==> src/dgw_pkg.sv <==
// shared constants and functions for the display gate and window command link
package dgw_pkg;
    // command opcodes
    localparam logic [7:0] DGW_BLANK_OUTPUT_CMD = 8'h28;
    localparam logic [7:0] DGW_SHOW_OUTPUT_CMD = 8'h29;
    localparam logic [7:0] DGW_COLUMN_WINDOW_CMD = 8'h2A;
    localparam logic [7:0] DGW_PAGE_WINDOW_CMD = 8'h2B;
    localparam logic [7:0] DGW_FRAME_WRITE_CMD = 8'h2C;
    // byte index of the last window parameter
    localparam logic [1:0] DGW_LAST_PARAM = 2'h3;
    // strap settle count before window defaults are loaded
    localparam logic [1:0] DGW_STRAP_SETTLE = 2'h2;
    // resolution select codes
    localparam logic [2:0] DGW_RES_800 = 3'h0;
    localparam logic [2:0] DGW_RES_768 = 3'h1;
    localparam logic [2:0] DGW_RES_720 = 3'h2;
    localparam logic [2:0] DGW_RES_600 = 3'h3;
    // window values after reset
    localparam logic [15:0] DGW_START_RESET = 16'h0000;
    localparam logic [15:0] DGW_END_COL_800 = 16'h031F;
    localparam logic [15:0] DGW_END_COL_768 = 16'h02FF;
    localparam logic [15:0] DGW_END_COL_720 = 16'h02CF;
    localparam logic [15:0] DGW_END_COL_600 = 16'h0257;
    localparam logic [15:0] DGW_END_PAGE_1280 = 16'h04FF;
    localparam logic [15:0] DGW_END_PAGE_1024 = 16'h03FF;
    // panel output during blanking
    localparam logic [23:0] DGW_BLANK_PIXEL = 24'h000000;

    // last horizontal line index of a resolution (unknown codes fall back to the widest)
    function automatic logic [15:0] dgw_h_last(input logic [2:0] sel);
        case (sel)
            DGW_RES_768: dgw_h_last = DGW_END_COL_768;
            DGW_RES_720: dgw_h_last = DGW_END_COL_720;
            DGW_RES_600: dgw_h_last = DGW_END_COL_600;
            default: dgw_h_last = DGW_END_COL_800;
        endcase
    endfunction

    // last vertical line index of a resolution
    function automatic logic [15:0] dgw_v_last(input logic [2:0] sel);
        dgw_v_last = (sel == DGW_RES_600) ? DGW_END_PAGE_1024 : DGW_END_PAGE_1280;
    endfunction
endpackage

==> src/dgw_link_if.sv <==
// byte link between the host and the display command decoder
`timescale 1ns/1ps
interface dgw_link_if;
    logic [7:0] data; // command or parameter byte
    logic command_or_parameter_flag; // 0 command, 1 parameter
    logic wr_strobe; // high for one cycle per valid byte, held across back-to-back bytes

    // host drives the link
    modport host (
        output data,
        output command_or_parameter_flag,
        output wr_strobe
    );

    // display device receives it
    modport dev (
        input data,
        input command_or_parameter_flag,
        input wr_strobe
    );
endinterface

==> src/dgw_device.sv <==
// device end: decodes display gate and window commands, steps the write window
// Summary of operation
// 28h blanks panel output, shows blank page
// gate change touches no memory, no status
// repeated 28h while blank has no effect
// 29h resumes frame memory output to panel
// repeated 29h while showing has no effect
// 2Ah takes four bytes: start, end column
// column values are lines; nothing else changes
// host keeps start column not above end
// host keeps start column, span even
// column beyond orientation limit: data ignored
// column reset: start 0, end by resolution
// column reset ends for selects 010, 011
// 2Bh takes four bytes: start, end page
// page values are lines; nothing else changes
// host keeps start page not above end
// host keeps start page, span even
// page beyond orientation limit: data ignored
// page reset: start 0, end by resolution
// frame write walks columns, then pages
// early command discards partial window update
`timescale 1ns/1ps
module dgw_device
    import dgw_pkg::*;
(
    // clock and reset
    input wire logic core_clk_in,
    input wire logic rst_in,
    // link
    dgw_link_if.dev link,
    // straps and orientation
    input wire logic [2:0] resolution_select_in,
    input wire logic swap_axes_in,
    // panel path
    input wire logic [23:0] panel_pixel_in,
    output logic [23:0] panel_pixel_out,
    output logic display_on_out,
    // window state
    output logic [15:0] start_column_out,
    output logic [15:0] end_column_out,
    output logic [15:0] start_page_out,
    output logic [15:0] end_page_out,
    // frame memory write port
    output logic fm_write_out,
    output logic [15:0] fm_column_out,
    output logic [15:0] fm_page_out,
    output logic [7:0] fm_data_out
);
    typedef enum logic [3:0] {
        DGW_D_IDLE = 4'b0001,
        DGW_D_COLUMN = 4'b0010,
        DGW_D_PAGE = 4'b0100,
        DGW_D_FRAME = 4'b1000
    } dgw_dev_state_t;

    dgw_dev_state_t state;
    logic [2:0] res_meta;
    logic [2:0] res_sync;
    logic swap_meta;
    logic swap_sync;
    logic [1:0] settle;
    logic defaults_done;
    logic [1:0] param_idx;
    logic [23:0] staged;
    logic [15:0] start_column;
    logic [15:0] end_column;
    logic [15:0] start_page;
    logic [15:0] end_page;
    logic [15:0] cur_column;
    logic [15:0] cur_page;
    logic window_full;
    logic display_on;
    logic cmd_byte;
    logic param_byte;
    logic last_param;
    logic [15:0] new_start;
    logic [15:0] new_end;
    logic [15:0] col_limit;
    logic [15:0] page_limit;

    assign cmd_byte = link.wr_strobe && !link.command_or_parameter_flag;
    assign param_byte = link.wr_strobe && link.command_or_parameter_flag;
    assign last_param = param_byte && (param_idx == DGW_LAST_PARAM);
    assign new_start = staged[23:8];
    assign new_end = {staged[7:0], link.data};

    // straps and orientation come from pins, two flops before use
    always_ff @(posedge core_clk_in or posedge rst_in) begin
        if (rst_in) begin
            res_meta <= 3'h0;
            res_sync <= 3'h0;
            swap_meta <= 1'b0;
            swap_sync <= 1'b0;
        end else begin
            res_meta <= resolution_select_in;
            res_sync <= res_meta;
            swap_meta <= swap_axes_in;
            swap_sync <= swap_meta;
        end
    end

    // orientation picks which line count bounds each axis
    assign col_limit = swap_sync ? dgw_v_last(res_sync) : dgw_h_last(res_sync);
    assign page_limit = swap_sync ? dgw_h_last(res_sync) : dgw_v_last(res_sync);

    // command decoder; an unknown command simply returns to idle
    always_ff @(posedge core_clk_in or posedge rst_in) begin
        if (rst_in) begin
            state <= DGW_D_IDLE;
            param_idx <= 2'h0;
            staged <= 24'h000000;
        end else if (cmd_byte) begin
            param_idx <= 2'h0; // partial window is dropped here
            case (link.data)
                DGW_COLUMN_WINDOW_CMD: state <= DGW_D_COLUMN;
                DGW_PAGE_WINDOW_CMD: state <= DGW_D_PAGE;
                DGW_FRAME_WRITE_CMD: state <= DGW_D_FRAME;
                default: state <= DGW_D_IDLE;
            endcase
        end else if (param_byte) begin
            case (state)
                DGW_D_COLUMN, DGW_D_PAGE: begin
                    staged <= {staged[15:0], link.data}; // high byte first
                    param_idx <= param_idx + 2'h1;
                    if (last_param) begin
                        state <= DGW_D_IDLE; // extra bytes are not a new window
                    end
                end
                DGW_D_IDLE, DGW_D_FRAME: begin
                    param_idx <= 2'h0;
                end
                default: state <= DGW_D_IDLE;
            endcase
        end
    end

    // window registers: defaults follow the settled strap, then host updates
    always_ff @(posedge core_clk_in or posedge rst_in) begin
        if (rst_in) begin
            settle <= 2'h0;
            defaults_done <= 1'b0;
            start_column <= DGW_START_RESET;
            end_column <= DGW_END_COL_800;
            start_page <= DGW_START_RESET;
            end_page <= DGW_END_PAGE_1280;
        end else if (!defaults_done) begin
            // reset cannot sample a pin, so the strap is caught once it has settled
            if (settle == DGW_STRAP_SETTLE) begin
                defaults_done <= 1'b1;
                start_column <= DGW_START_RESET;
                end_column <= dgw_h_last(res_sync);
                start_page <= DGW_START_RESET;
                end_page <= dgw_v_last(res_sync);
            end else begin
                settle <= settle + 2'h1;
            end
        end else if (last_param && state == DGW_D_COLUMN) begin
            start_column <= new_start; // only the column pair changes
            end_column <= new_end;
        end else if (last_param && state == DGW_D_PAGE) begin
            start_page <= new_start; // only the page pair changes
            end_page <= new_end;
        end
    end

    // display gate: setting an already-set state is harmless, so no guard needed
    always_ff @(posedge core_clk_in or posedge rst_in) begin
        if (rst_in) begin
            display_on <= 1'b0;
        end else if (cmd_byte && link.data == DGW_BLANK_OUTPUT_CMD) begin
            display_on <= 1'b0;
        end else if (cmd_byte && link.data == DGW_SHOW_OUTPUT_CMD) begin
            display_on <= 1'b1;
        end
    end

    // panel output; gating only, frame memory is never written here
    always_ff @(posedge core_clk_in or posedge rst_in) begin
        if (rst_in) begin
            panel_pixel_out <= DGW_BLANK_PIXEL;
        end else begin
            panel_pixel_out <= display_on ? panel_pixel_in : DGW_BLANK_PIXEL;
        end
    end

    // frame write address walker
    always_ff @(posedge core_clk_in or posedge rst_in) begin
        if (rst_in) begin
            cur_column <= DGW_START_RESET;
            cur_page <= DGW_START_RESET;
            window_full <= 1'b0;
        end else if (cmd_byte && link.data == DGW_FRAME_WRITE_CMD) begin
            cur_column <= start_column;
            cur_page <= start_page;
            window_full <= 1'b0;
        end else if (param_byte && state == DGW_D_FRAME && !window_full) begin
            if (cur_column == end_column) begin
                cur_column <= start_column; // row done, next page
                if (cur_page == end_page) begin
                    window_full <= 1'b1; // bytes past the window are dropped
                end else begin
                    cur_page <= cur_page + 16'h0001;
                end
            end else begin
                cur_column <= cur_column + 16'h0001;
            end
        end
    end

    // frame memory write strobe, suppressed outside the panel
    always_ff @(posedge core_clk_in or posedge rst_in) begin
        if (rst_in) begin
            fm_write_out <= 1'b0;
            fm_column_out <= 16'h0000;
            fm_page_out <= 16'h0000;
            fm_data_out <= 8'h00;
        end else begin
            fm_write_out <= param_byte && state == DGW_D_FRAME && !window_full &&
                            cur_column <= col_limit && cur_page <= page_limit;
            fm_column_out <= cur_column;
            fm_page_out <= cur_page;
            fm_data_out <= link.data;
        end
    end

    assign display_on_out = display_on;
    assign start_column_out = start_column;
    assign end_column_out = end_column;
    assign start_page_out = start_page;
    assign end_page_out = end_page;
endmodule // dgw_device

==> src/flat_wrapper.sv <==
// flat-port wrapper written by rule: the top's interface ports become plain ports
module dgw_device_flat import dgw_pkg::*;
  (core_clk_in, rst_in, resolution_select_in, swap_axes_in, panel_pixel_in, panel_pixel_out, display_on_out, start_column_out, end_column_out, start_page_out, end_page_out, fm_write_out, fm_column_out, fm_page_out, fm_data_out, link_data, link_command_or_parameter_flag, link_wr_strobe);
  dgw_link_if link_i ();
  input wire logic core_clk_in;
  input wire logic rst_in;
  input wire logic [2:0] resolution_select_in;
  input wire logic swap_axes_in;
  input wire logic [23:0] panel_pixel_in;
  output logic [23:0] panel_pixel_out;
  output logic display_on_out;
  output logic [15:0] start_column_out;
  output logic [15:0] end_column_out;
  output logic [15:0] start_page_out;
  output logic [15:0] end_page_out;
  output logic fm_write_out;
  output logic [15:0] fm_column_out;
  output logic [15:0] fm_page_out;
  output logic [7:0] fm_data_out;
  input wire logic [$bits(link_i.data)-1:0] link_data;
  input wire logic [$bits(link_i.command_or_parameter_flag)-1:0] link_command_or_parameter_flag;
  input wire logic [$bits(link_i.wr_strobe)-1:0] link_wr_strobe;
  assign link_i.data = link_data;
  assign link_i.command_or_parameter_flag = link_command_or_parameter_flag;
  assign link_i.wr_strobe = link_wr_strobe;
  dgw_device u_core (.core_clk_in(core_clk_in), .rst_in(rst_in), .link(link_i), .resolution_select_in(resolution_select_in), .swap_axes_in(swap_axes_in), .panel_pixel_in(panel_pixel_in), .panel_pixel_out(panel_pixel_out), .display_on_out(display_on_out), .start_column_out(start_column_out), .end_column_out(end_column_out), .start_page_out(start_page_out), .end_page_out(end_page_out), .fm_write_out(fm_write_out), .fm_column_out(fm_column_out), .fm_page_out(fm_page_out), .fm_data_out(fm_data_out));
endmodule
==> config.mk <==
export PLATFORM = sky130hd
export DESIGN_NAME = dgw_device_flat
export DESIGN_NICKNAME = d
export VERILOG_FILES = /design/src/dgw_pkg.sv /design/src/dgw_link_if.sv /design/src/dgw_device.sv /design/src/flat_wrapper.sv
export SDC_FILE = /design/constraint.sdc
export NUM_CORES = 1
export LEC_CHECK = 0
export BUFFER_PORTS_ARGS = -buffer_cell sky130_fd_sc_hd__clkbuf_2
export CAP_MARGIN = 20
export CORE_MARGIN = 8
export CORE_UTILIZATION = 45
export DETAILED_ROUTE_END_ITERATION = 12
export PLACE_DENSITY = 0.67
export SLEW_MARGIN = 10
export SYNTH_ARGS = -nofsm -noshare
export SYNTH_HDL_FRONTEND = slang
export SYNTH_SLANG_ARGS = --single-unit
==> constraint.sdc <==
create_clock -name core_clk_in -period 7.78 [get_ports core_clk_in]
set_input_delay 1.556 -clock core_clk_in [delete_from_list [all_inputs] [get_ports core_clk_in]]
set_output_delay 1.556 -clock core_clk_in [all_outputs]
set_load 0.05 [all_outputs]
==> metrics, run 1 <==
pre-CTS setup slack=between 3 and 4 ns; hold crit path type=flop to flop; pwr dens=~210 nW/um2; Critical Path Fanout Max=18; actual slew at the worst max-slew pin=around 0.91 ns; Worst slew margin=38.63%; DR pass1 iterations=4; post-route ant nets=0; Mapped Nets=between 700 and 800; drt total wl=24800 um; Max stage delay cell, worst path=nand4_1; Initial Util=a little under half; CTS Buf Count=23; CTS H-tree lvls=1; Worst Setup End Kind=flop; initial antenna violation count=0; Tcrit/Tclk final=43.55%; Die H=approximately 160 um; max-cap violation count=0; CTS tree=done; Max stage delay on crit path=~0.79 ns; global-route wire length before repair=38660 um; post-CTS setup repair buffer count=0; root buffer cell=clkbuf_16; cell taking the most area after synthesis=dfrtp_1; Netlist cell types=53; Setup crit start kind=primary input; setup TNS=0 ns; buffers added on ports=around 170; routability cong.=between 0.8 and 0.9; Fin. Hold Viols=0; pin count of the biggest net entering global routing=~120; top-count cell post-synth=dfrtp_1; Critical Path AT=~3.8 ns; vias in the first global route=between 6000 and 7000; via count=about 6600; post-route minimum period=approximately 3.4 ns; Worst-path clk slew=approximately 0.060 ns; ys flop type=dfrtp_1; CTS sink cnt=204; Final Cell Area=~11000 um2; critical path cell sequence=clkbuf_2, nor4b_1, nand4_1, and2_1, a22o_1, a211o_1; Skew-Pair Late Insertion Delay=a little over 0.5 ns; fraction of layout cells with a size suffix above 1=about 29%; CP required=about 8.2 ns; synth top area cells=dfrtp_1, dfstp_2, a22o_1, mux2_2, ha_1; register area share after synthesis=58.85%; width of the die=155.1 um; # resized after CTS=0; area share of the largest cell type after synthesis=about 54%; vias per cell=approximately 5.6; DRT iter0 DRCs=roughly 470; Ys Warns=0; core area=between 15000 and 20000 um2; # rows=between 50 and 60; crit path kind=primary input to flop; RSZ-0062 raised after global routing=false; post-DP HPWL=around 18000 um; Post-synth EDFFs=0; antenna cells=0; Synth Instances=between 700 and 800; Die ar.=about 24000 um2; final slew viol count=0; CTS Hold Bufs=0; Area Growth Syn to Fin=21.10%; syn avg cell area=11.88 um2; Peak VDD IR=between 0.15 and 0.2 mV; Seq cells post-synth=roughly 200; ys async rst share=between 90% and 100%; DR WL/cell=21.06 um; GRT Util Overall=20.56%; Synth top cells by count=dfrtp_1, nand2_1, a22o_1, o21ai_0, nor2_1; Lkg Pwr=between 5 and 6 nW; WHS Path Cells=0; Layout Nets=about 960; Clock Skew=between 0.01 and 0.015 ns; final setup violation count=0; Remaining Overflow, GRT=0; clock buffer depth=3; status=complete, no violations; mapped cell area=slightly below 9000 um2; post-placement cell area=between 9000 and 10000 um2; Fmax=~0.3 GHz; FF-to-FF path depth=5; min setup slack post-route=4.392 ns; IO Pins=170; Residual DRC=0
worst max-delay path, delay by kind of cell:
family,cells,cell delay (ns)
simple gates,3,1.68
buf+inv,1,0.12
compound gates,2,0.41
registers in the layout, summed over array words and instances, names as in the netlist, 2 cells and up:
| register | cells |
|---|---|
| u_core.cur_page | 16 |
| u_core.start_column_out | 16 |
| u_core.res_sync | 3 |
| u_core.fm_column_out | 16 |
| u_core.cur_column | 16 |
| u_core.panel_pixel_out | 24 |
| u_core.state | 4 |
| u_core.end_column_out | 16 |
| u_core.end_page_out | 16 |
| u_core.start_page_out | 16 |
| u_core.staged | 24 |
| u_core.settle | 2 |
| u_core.fm_page_out | 16 |
| u_core.res_meta | 3 |
| u_core.param_idx | 2 |
| u_core.fm_data_out | 8 |
per-layer routing:
metal | global-route usage, % | share of wire [%] | vias to the layer above
met5 | 0 | 0 | -
met1 | 26.38 | 42 | 3298
li1 | - | - | 2978
met4 | 7.093 | 3.0 | 0
met2 | 33.34 | 47 | 283
met3 | 5.215 | 8.4 | 54
through the flow:
step	power (mW)	std cells	hold slack (ns)	utilization [%]
global placement	1.238	1137	0.3340	50.92
global route	2.323	1178	0.3575	54.92
floorplan	1.193	733	0.3312	-
CTS	2.271	1176	0.3497	54.63
detailed placement	1.239	1137	0.3372	50.92
finish	2.247	1178	0.3480	54.92
cell type report:
| class | count | area (um2) |
|---|---|---|
| sequential | 204 | 5126 |
| timing repair buffer | 177 | 945.9 |
| clock inverter | 4 | 52.55 |
| inverter | 16 | 67.56 |
| fill | 1656 | 8658 |
| clock buffer | 35 | 660.6 |
| multi-input combinational | 477 | 3364 |
| tap | 265 | 331.6 |
placed cells by master (no fill, tap or decap), types with 5 or more instances in the layout:
cell type / Yosys / layout
and3_1: 8 / 8
a31oi_1: 8 / 8
o22a_1: 13 / 13
nand3_1: 14 / 14
dfrtp_1: 187 / 187
a21o_1: 5 / 5
ha_1: 20 / 20
or3_1: 8 / 8
xor2_1: 22 / 22
mux2i_1: 14 / 14
a21oi_1: 23 / 23
nor2_1: 38 / 36
a22o_1: 45 / 45
buf_4: 0 / 6
mux2_2: 26 / 26
inv_1: 16 / 15
nor3_1: 11 / 11
nand4_1: 19 / 19
clkbuf_2: 0 / 169
dfstp_2: 17 / 17
o31ai_1: 6 / 6
nand2_1: 47 / 47
o22ai_1: 5 / 5
o21ai_0: 41 / 41
and2_1: 32 / 32
xnor2_1: 18 / 18
nor4_1: 9 / 9
nor4b_1: 5 / 5
clkbuf_16: 0 / 23
clkbuf_1: 25 / 8
where the power goes:
| group | switching (mW) | internal [mW] | total, mW |
|---|---|---|---|
| Sequential | 0.0179 | 1.08 | 1.10 |
| Clock | 0.410 | 0.616 | 1.03 |
| Combinational | 0.0897 | 0.0337 | 0.123 |
final timing paths:
| kind | start | to | slack (ns) |
|---|---|---|---|
| max | link_data[4] | u_core.cur_page[15]$_DFFE_PP0P_ | 4.39 |
| min | u_core.res_meta[2]$_DFF_PP0_ | u_core.res_sync[2]$_DFF_PP0_ | 0.35 |
| max reg2reg | u_core.defaults_done$_DFF_PP0_ | u_core.end_column_out[3]$_DFFE_PP1P_ | 5.10 |
| min reg2reg | u_core.res_meta[2]$_DFF_PP0_ | u_core.res_sync[2]$_DFF_PP0_ | 0.35 |
| max in group asynchronous | rst_in | u_core.end_page_out[2]$_DFFE_PP1P_ | 5.21 |
| min in group asynchronous | rst_in | u_core.panel_pixel_out[7]$_DFF_PP0_ | 1.21 |
kinds of logic (layout without fill, tap and decap cells):
kind of cell,after synthesis,count (layout),synth area share [%]
multiplexers,40,40,4.970
adder cells (fa/ha/maj),20,20,2.873
AND/OR/NAND/NOR,218,218,13.96
XOR/XNOR,41,41,4.209
buffers and inverters,52,232,2.586
flip-flops,204,204,58.85
AO/OA/AOI/OAI,158,158,12.55
No activity file was read; power rests on OpenSTA's default activity.
==> run 2: changes to the inputs <==
--- a/config.mk
+++ b/config.mk
@@ -5,12 +5,13 @@
 export SDC_FILE = /design/constraint.sdc
 export NUM_CORES = 1
 export LEC_CHECK = 0
+export ABC_AREA = 1
 export BUFFER_PORTS_ARGS = -buffer_cell sky130_fd_sc_hd__clkbuf_2
 export CAP_MARGIN = 20
 export CORE_MARGIN = 8
 export CORE_UTILIZATION = 45
 export DETAILED_ROUTE_END_ITERATION = 12
-export PLACE_DENSITY = 0.67
+export PLACE_DENSITY = 0.69
 export SLEW_MARGIN = 10
 export SYNTH_ARGS = -nofsm -noshare
 export SYNTH_HDL_FRONTEND = slang
==> constraint.sdc (replaced) <==
create_clock -name core_clk_in -period 2.8 [get_ports core_clk_in]
set_input_delay 0.56 -clock core_clk_in [delete_from_list [all_inputs] [get_ports core_clk_in]]
set_output_delay 0.56 -clock core_clk_in [all_outputs]
set_load 0.05 [all_outputs]
==> run 2 against run 1 <==
Against the previous run: routed wire length is 16% higher; final cell count increased by 39%; sequential power grew to 2.8 times the previous value; global-route usage rose by 1.5 points; sequential share of layout area fell by 4.0 points; first-iteration DRC count rose by 55%; power rose to 2.9 times the previous value; clock skew decreased by 0.0012 ns; clock power rose to 2.9 times the previous value; worst setup slack worse by 4.0 ns.
==> metrics, run 2 <==
status=complete, no violations; width of the die=161.9 um (+4.4%); Critical Path Fanout Max=4 (-14); post-DP HPWL=21340 um (+18%); Ys Warns=0 (unchanged); final slew viol count=0 (unchanged); vias in the first global route=8284 (+26%); Netlist cell types=33 (-38%); global-route wire length before repair=45660 um (+18%); syn avg cell area=8.139 um2 (-32%); Skew-Pair Late Insertion Delay=0.50 ns (about the same); Die H=161.9 um (+4.4%); Clock Skew=0.01373 ns (-0.001241 ns); CTS tree=done; Max stage delay cell, worst path=dfrtp_1; Synth Instances=1177 (+61%); Die ar.=26210 um2 (+8.9%); Fin. Hold Viols=0 (unchanged); Layout Nets=1407 (+47%); top-count cell post-synth=nand2_1; DR WL/cell=17.61 um (-16%); cell mode on critical path=nor2_1; root buffer cell=clkbuf_16; CTS H-tree lvls=1 (unchanged); RSZ-0062 raised after global routing=false; Initial Util=45.71% (+0.36 points); Inst Count DP=1596 (+40%); Critical Path AT=2.86 ns (-0.91 ns); pin count of the biggest net entering global routing=117 (-4.9%); post-route minimum period=~2.4 ns; cell taking the most area after synthesis=dfrtp_1; ys flop type=dfrtp_1; initial antenna violation count=0 (unchanged); final setup violation count=0 (unchanged); Non-Filler Instances=1638 (+39%); CP required=3.21 ns (-4.96 ns); Mapped Nets=1237 (+56%); Final Cell Area=11500 um2 (+9.0%); critical path cell sequence=nor2_1, inv_1, nor2_2, inv_1, nor2_1, or2_2, inv_1, ha_1, nand4_1, nor2_1, nand2_1, a21oi_1, nand2_1, nor2_1; # rows=53 (+3.9%); post-placement cell area=10730 um2 (+9.7%); DRT iter0 DRCs=722 (+55%); max-cap violation count=0 (unchanged); mapped cell area=9579 um2 (+10%); CTS Buf Count=23 (unchanged); buffers added on ports=169 (unchanged); vias per cell=5.162 (-8.0%); commonest non-fill, non-tap cell in the layout=nand2_1; Post-synth EDFFs=0 (unchanged); Peak VDD IR=0.5396 mV (+240%); Worst-path clk slew=0.06 ns (about the same); register area share after synthesis=53.51% (-5.3 points); Area Growth Syn to Fin=20.05%; Lkg Pwr=6.203 nW (+17%); CTS sink cnt=204 (unchanged); Worst Setup End Kind=flop; drt total wl=28840 um (+16%); DR pass1 iterations=8 (+4); Residual DRC=0 (unchanged); routability cong.=0.9000 (+5.0%); area share of the largest cell type after synthesis=48.85% (-4.9 points); hold crit path type=primary input to flop; WHS=0.1657 ns (-0.1823 ns); Max stage delay on crit path=0.37 ns (-0.42 ns); Tcrit/Tclk final=around 87%; actual slew at the worst max-slew pin=0.7855 ns (-0.1266 ns); synth top area cells=dfrtp_1, nand2_1, inv_1, nand3_1, dfstp_2; ys async rst share=100.0% (unchanged); post-CTS setup repair buffer count=0 (unchanged); via count=8456 (+28%); antenna cells=0 (unchanged); Remaining Overflow, GRT=0 (unchanged); fraction of layout cells with a size suffix above 1=19.08% (-10 points); most frequent cells in the layout=nand2_1, dfrtp_1, inv_1, clkbuf_2, nor2_1; crit path kind=flop to flop; Synth top cells by count=nand2_1, dfrtp_1, inv_1, nor2_1, nand3_1; core area=20960 um2 (+9.1%); GRT Util Overall=22.05% (+1.5 points); Setup crit start kind=flop; Seq cells post-synth=204 (unchanged); Fmax=between 0.4 and 0.5 GHz; clock buffer depth=3 (unchanged); Largest regs=u_core.panel_pixel_out: 24 flops, u_core.staged: 24 flops; IO Pins=170 (unchanged); Worst slew margin=47.23% (+8.6 points); pwr dens=562.2 nW/um2 (+160%); post-route ant nets=0 (unchanged)
run 2: changes by cell type after synthesis, sizes merged, moves of 12 or more:
cell,change
o22a,-13
o21ai,+25
inv,+166
a22o,-45
xnor2,-17
nand3,+78
buf,+12
nand2,+306
nor2,+58
and2,-32
mux2i,-14
o22ai,+26
mux2,-26
run 2: power by group:
group | internal [mW] | switching [mW] | total (mW)
logic | 0.104 | 0.337 | 0.441
registers | 3.01 | 0.0324 | 3.05
clock network | 1.81 | 1.17 | 2.98
total | 4.93 | 1.53 | 6.47
run 2: worst max-delay path, delay by kind of cell, from the launching register on:
| family | cells | cell delay [ns] |
|---|---|---|
| AOI/OAI and AO/OA | 1 | 0.15 |
| DFF | 1 | 0.37 |
| adders and majority gates | 1 | 0.26 |
| buffers and inverters | 3 | 0.26 |
| and+or+nand+nor | 9 | 1.32 |
run 2: metal layers:
metal  vias to the layer above  track usage, %  share of wire [%]
met2                       375           34.21                 45
met4                         0           7.407                3.1
met3                        56           5.821                9.3
met1                      3981           29.48                 42
li1                       4044               -                  -
met5                         -               0                  0
run 2: final timing paths:
| kind | to | from | slack [ns] | cells past startpoint |
|---|---|---|---|---|
| worst min register to register | u_core.res_sync[0]$_DFF_PP0_ | u_core.res_meta[0]$_DFF_PP0_ | 0.34 | 0 |
| min in group asynchronous | u_core.panel_pixel_out[7]$_DFF_PP0_ | rst_in | 0.56 | 3 |
| worst max-delay path | u_core.fm_write_out$_DFF_PP0_ | u_core.res_sync[2]$_DFF_PP0_ | 0.35 | 14 |
| max in group asynchronous | u_core.param_idx[0]$_DFFE_PP0P_ | rst_in | 1.35 | 4 |
| worst max register to register | u_core.fm_write_out$_DFF_PP0_ | u_core.res_sync[2]$_DFF_PP0_ | 0.35 | 14 |
| worst min-delay path | u_core.res_meta[1]$_DFF_PP0_ | resolution_select_in[1] | 0.17 | 1 |
run 2: final cells by class:
type / instances / area (um2)
Sequential cell: 204 / 5126
Clock inverter: 4 / 47.55
Multi-Input combinational cell: 750 / 3573
Clock buffer: 37 / 708.2
Tap cell: 275 / 344.1
Fill cell: 1980 / 9455
Timing Repair Buffer: 186 / 1013
Inverter: 182 / 686.9
run 2: stage by stage:
stage	setup slack [ns]	utilization [%]	setup TNS (ns)	total power, mW
CTS	0.2754	54.87	0	6.525
global route	0.1048	54.88	0	6.692
floorplan	-0.3904	-	-73.01	3.382
global placement	0.3119	51.21	0	3.534
finish	0.3538	54.88	0	6.466
detailed placement	0.2898	51.21	0	3.541
run 2: repair_timing:
action,4_1_cts,5_1_grt
hold endpoints to repair,7,0
resized for setup,0,1
setup endpoints to repair,0,1
hold buffers,1,0
run 2: logic make-up (layout without fill, tap and decap cells):
family | after synthesis | in the layout | share of synthesized area (%)
buffers and inverters | 223 | 409 | 9.208
adder cells (fa/ha/maj) | 20 | 20 | 2.612
flip-flops | 204 | 204 | 53.51
AND/OR/NAND/NOR | 591 | 591 | 26.29
XOR/XNOR | 15 | 15 | 1.372
AO/OA/AOI/OAI | 124 | 124 | 7.001
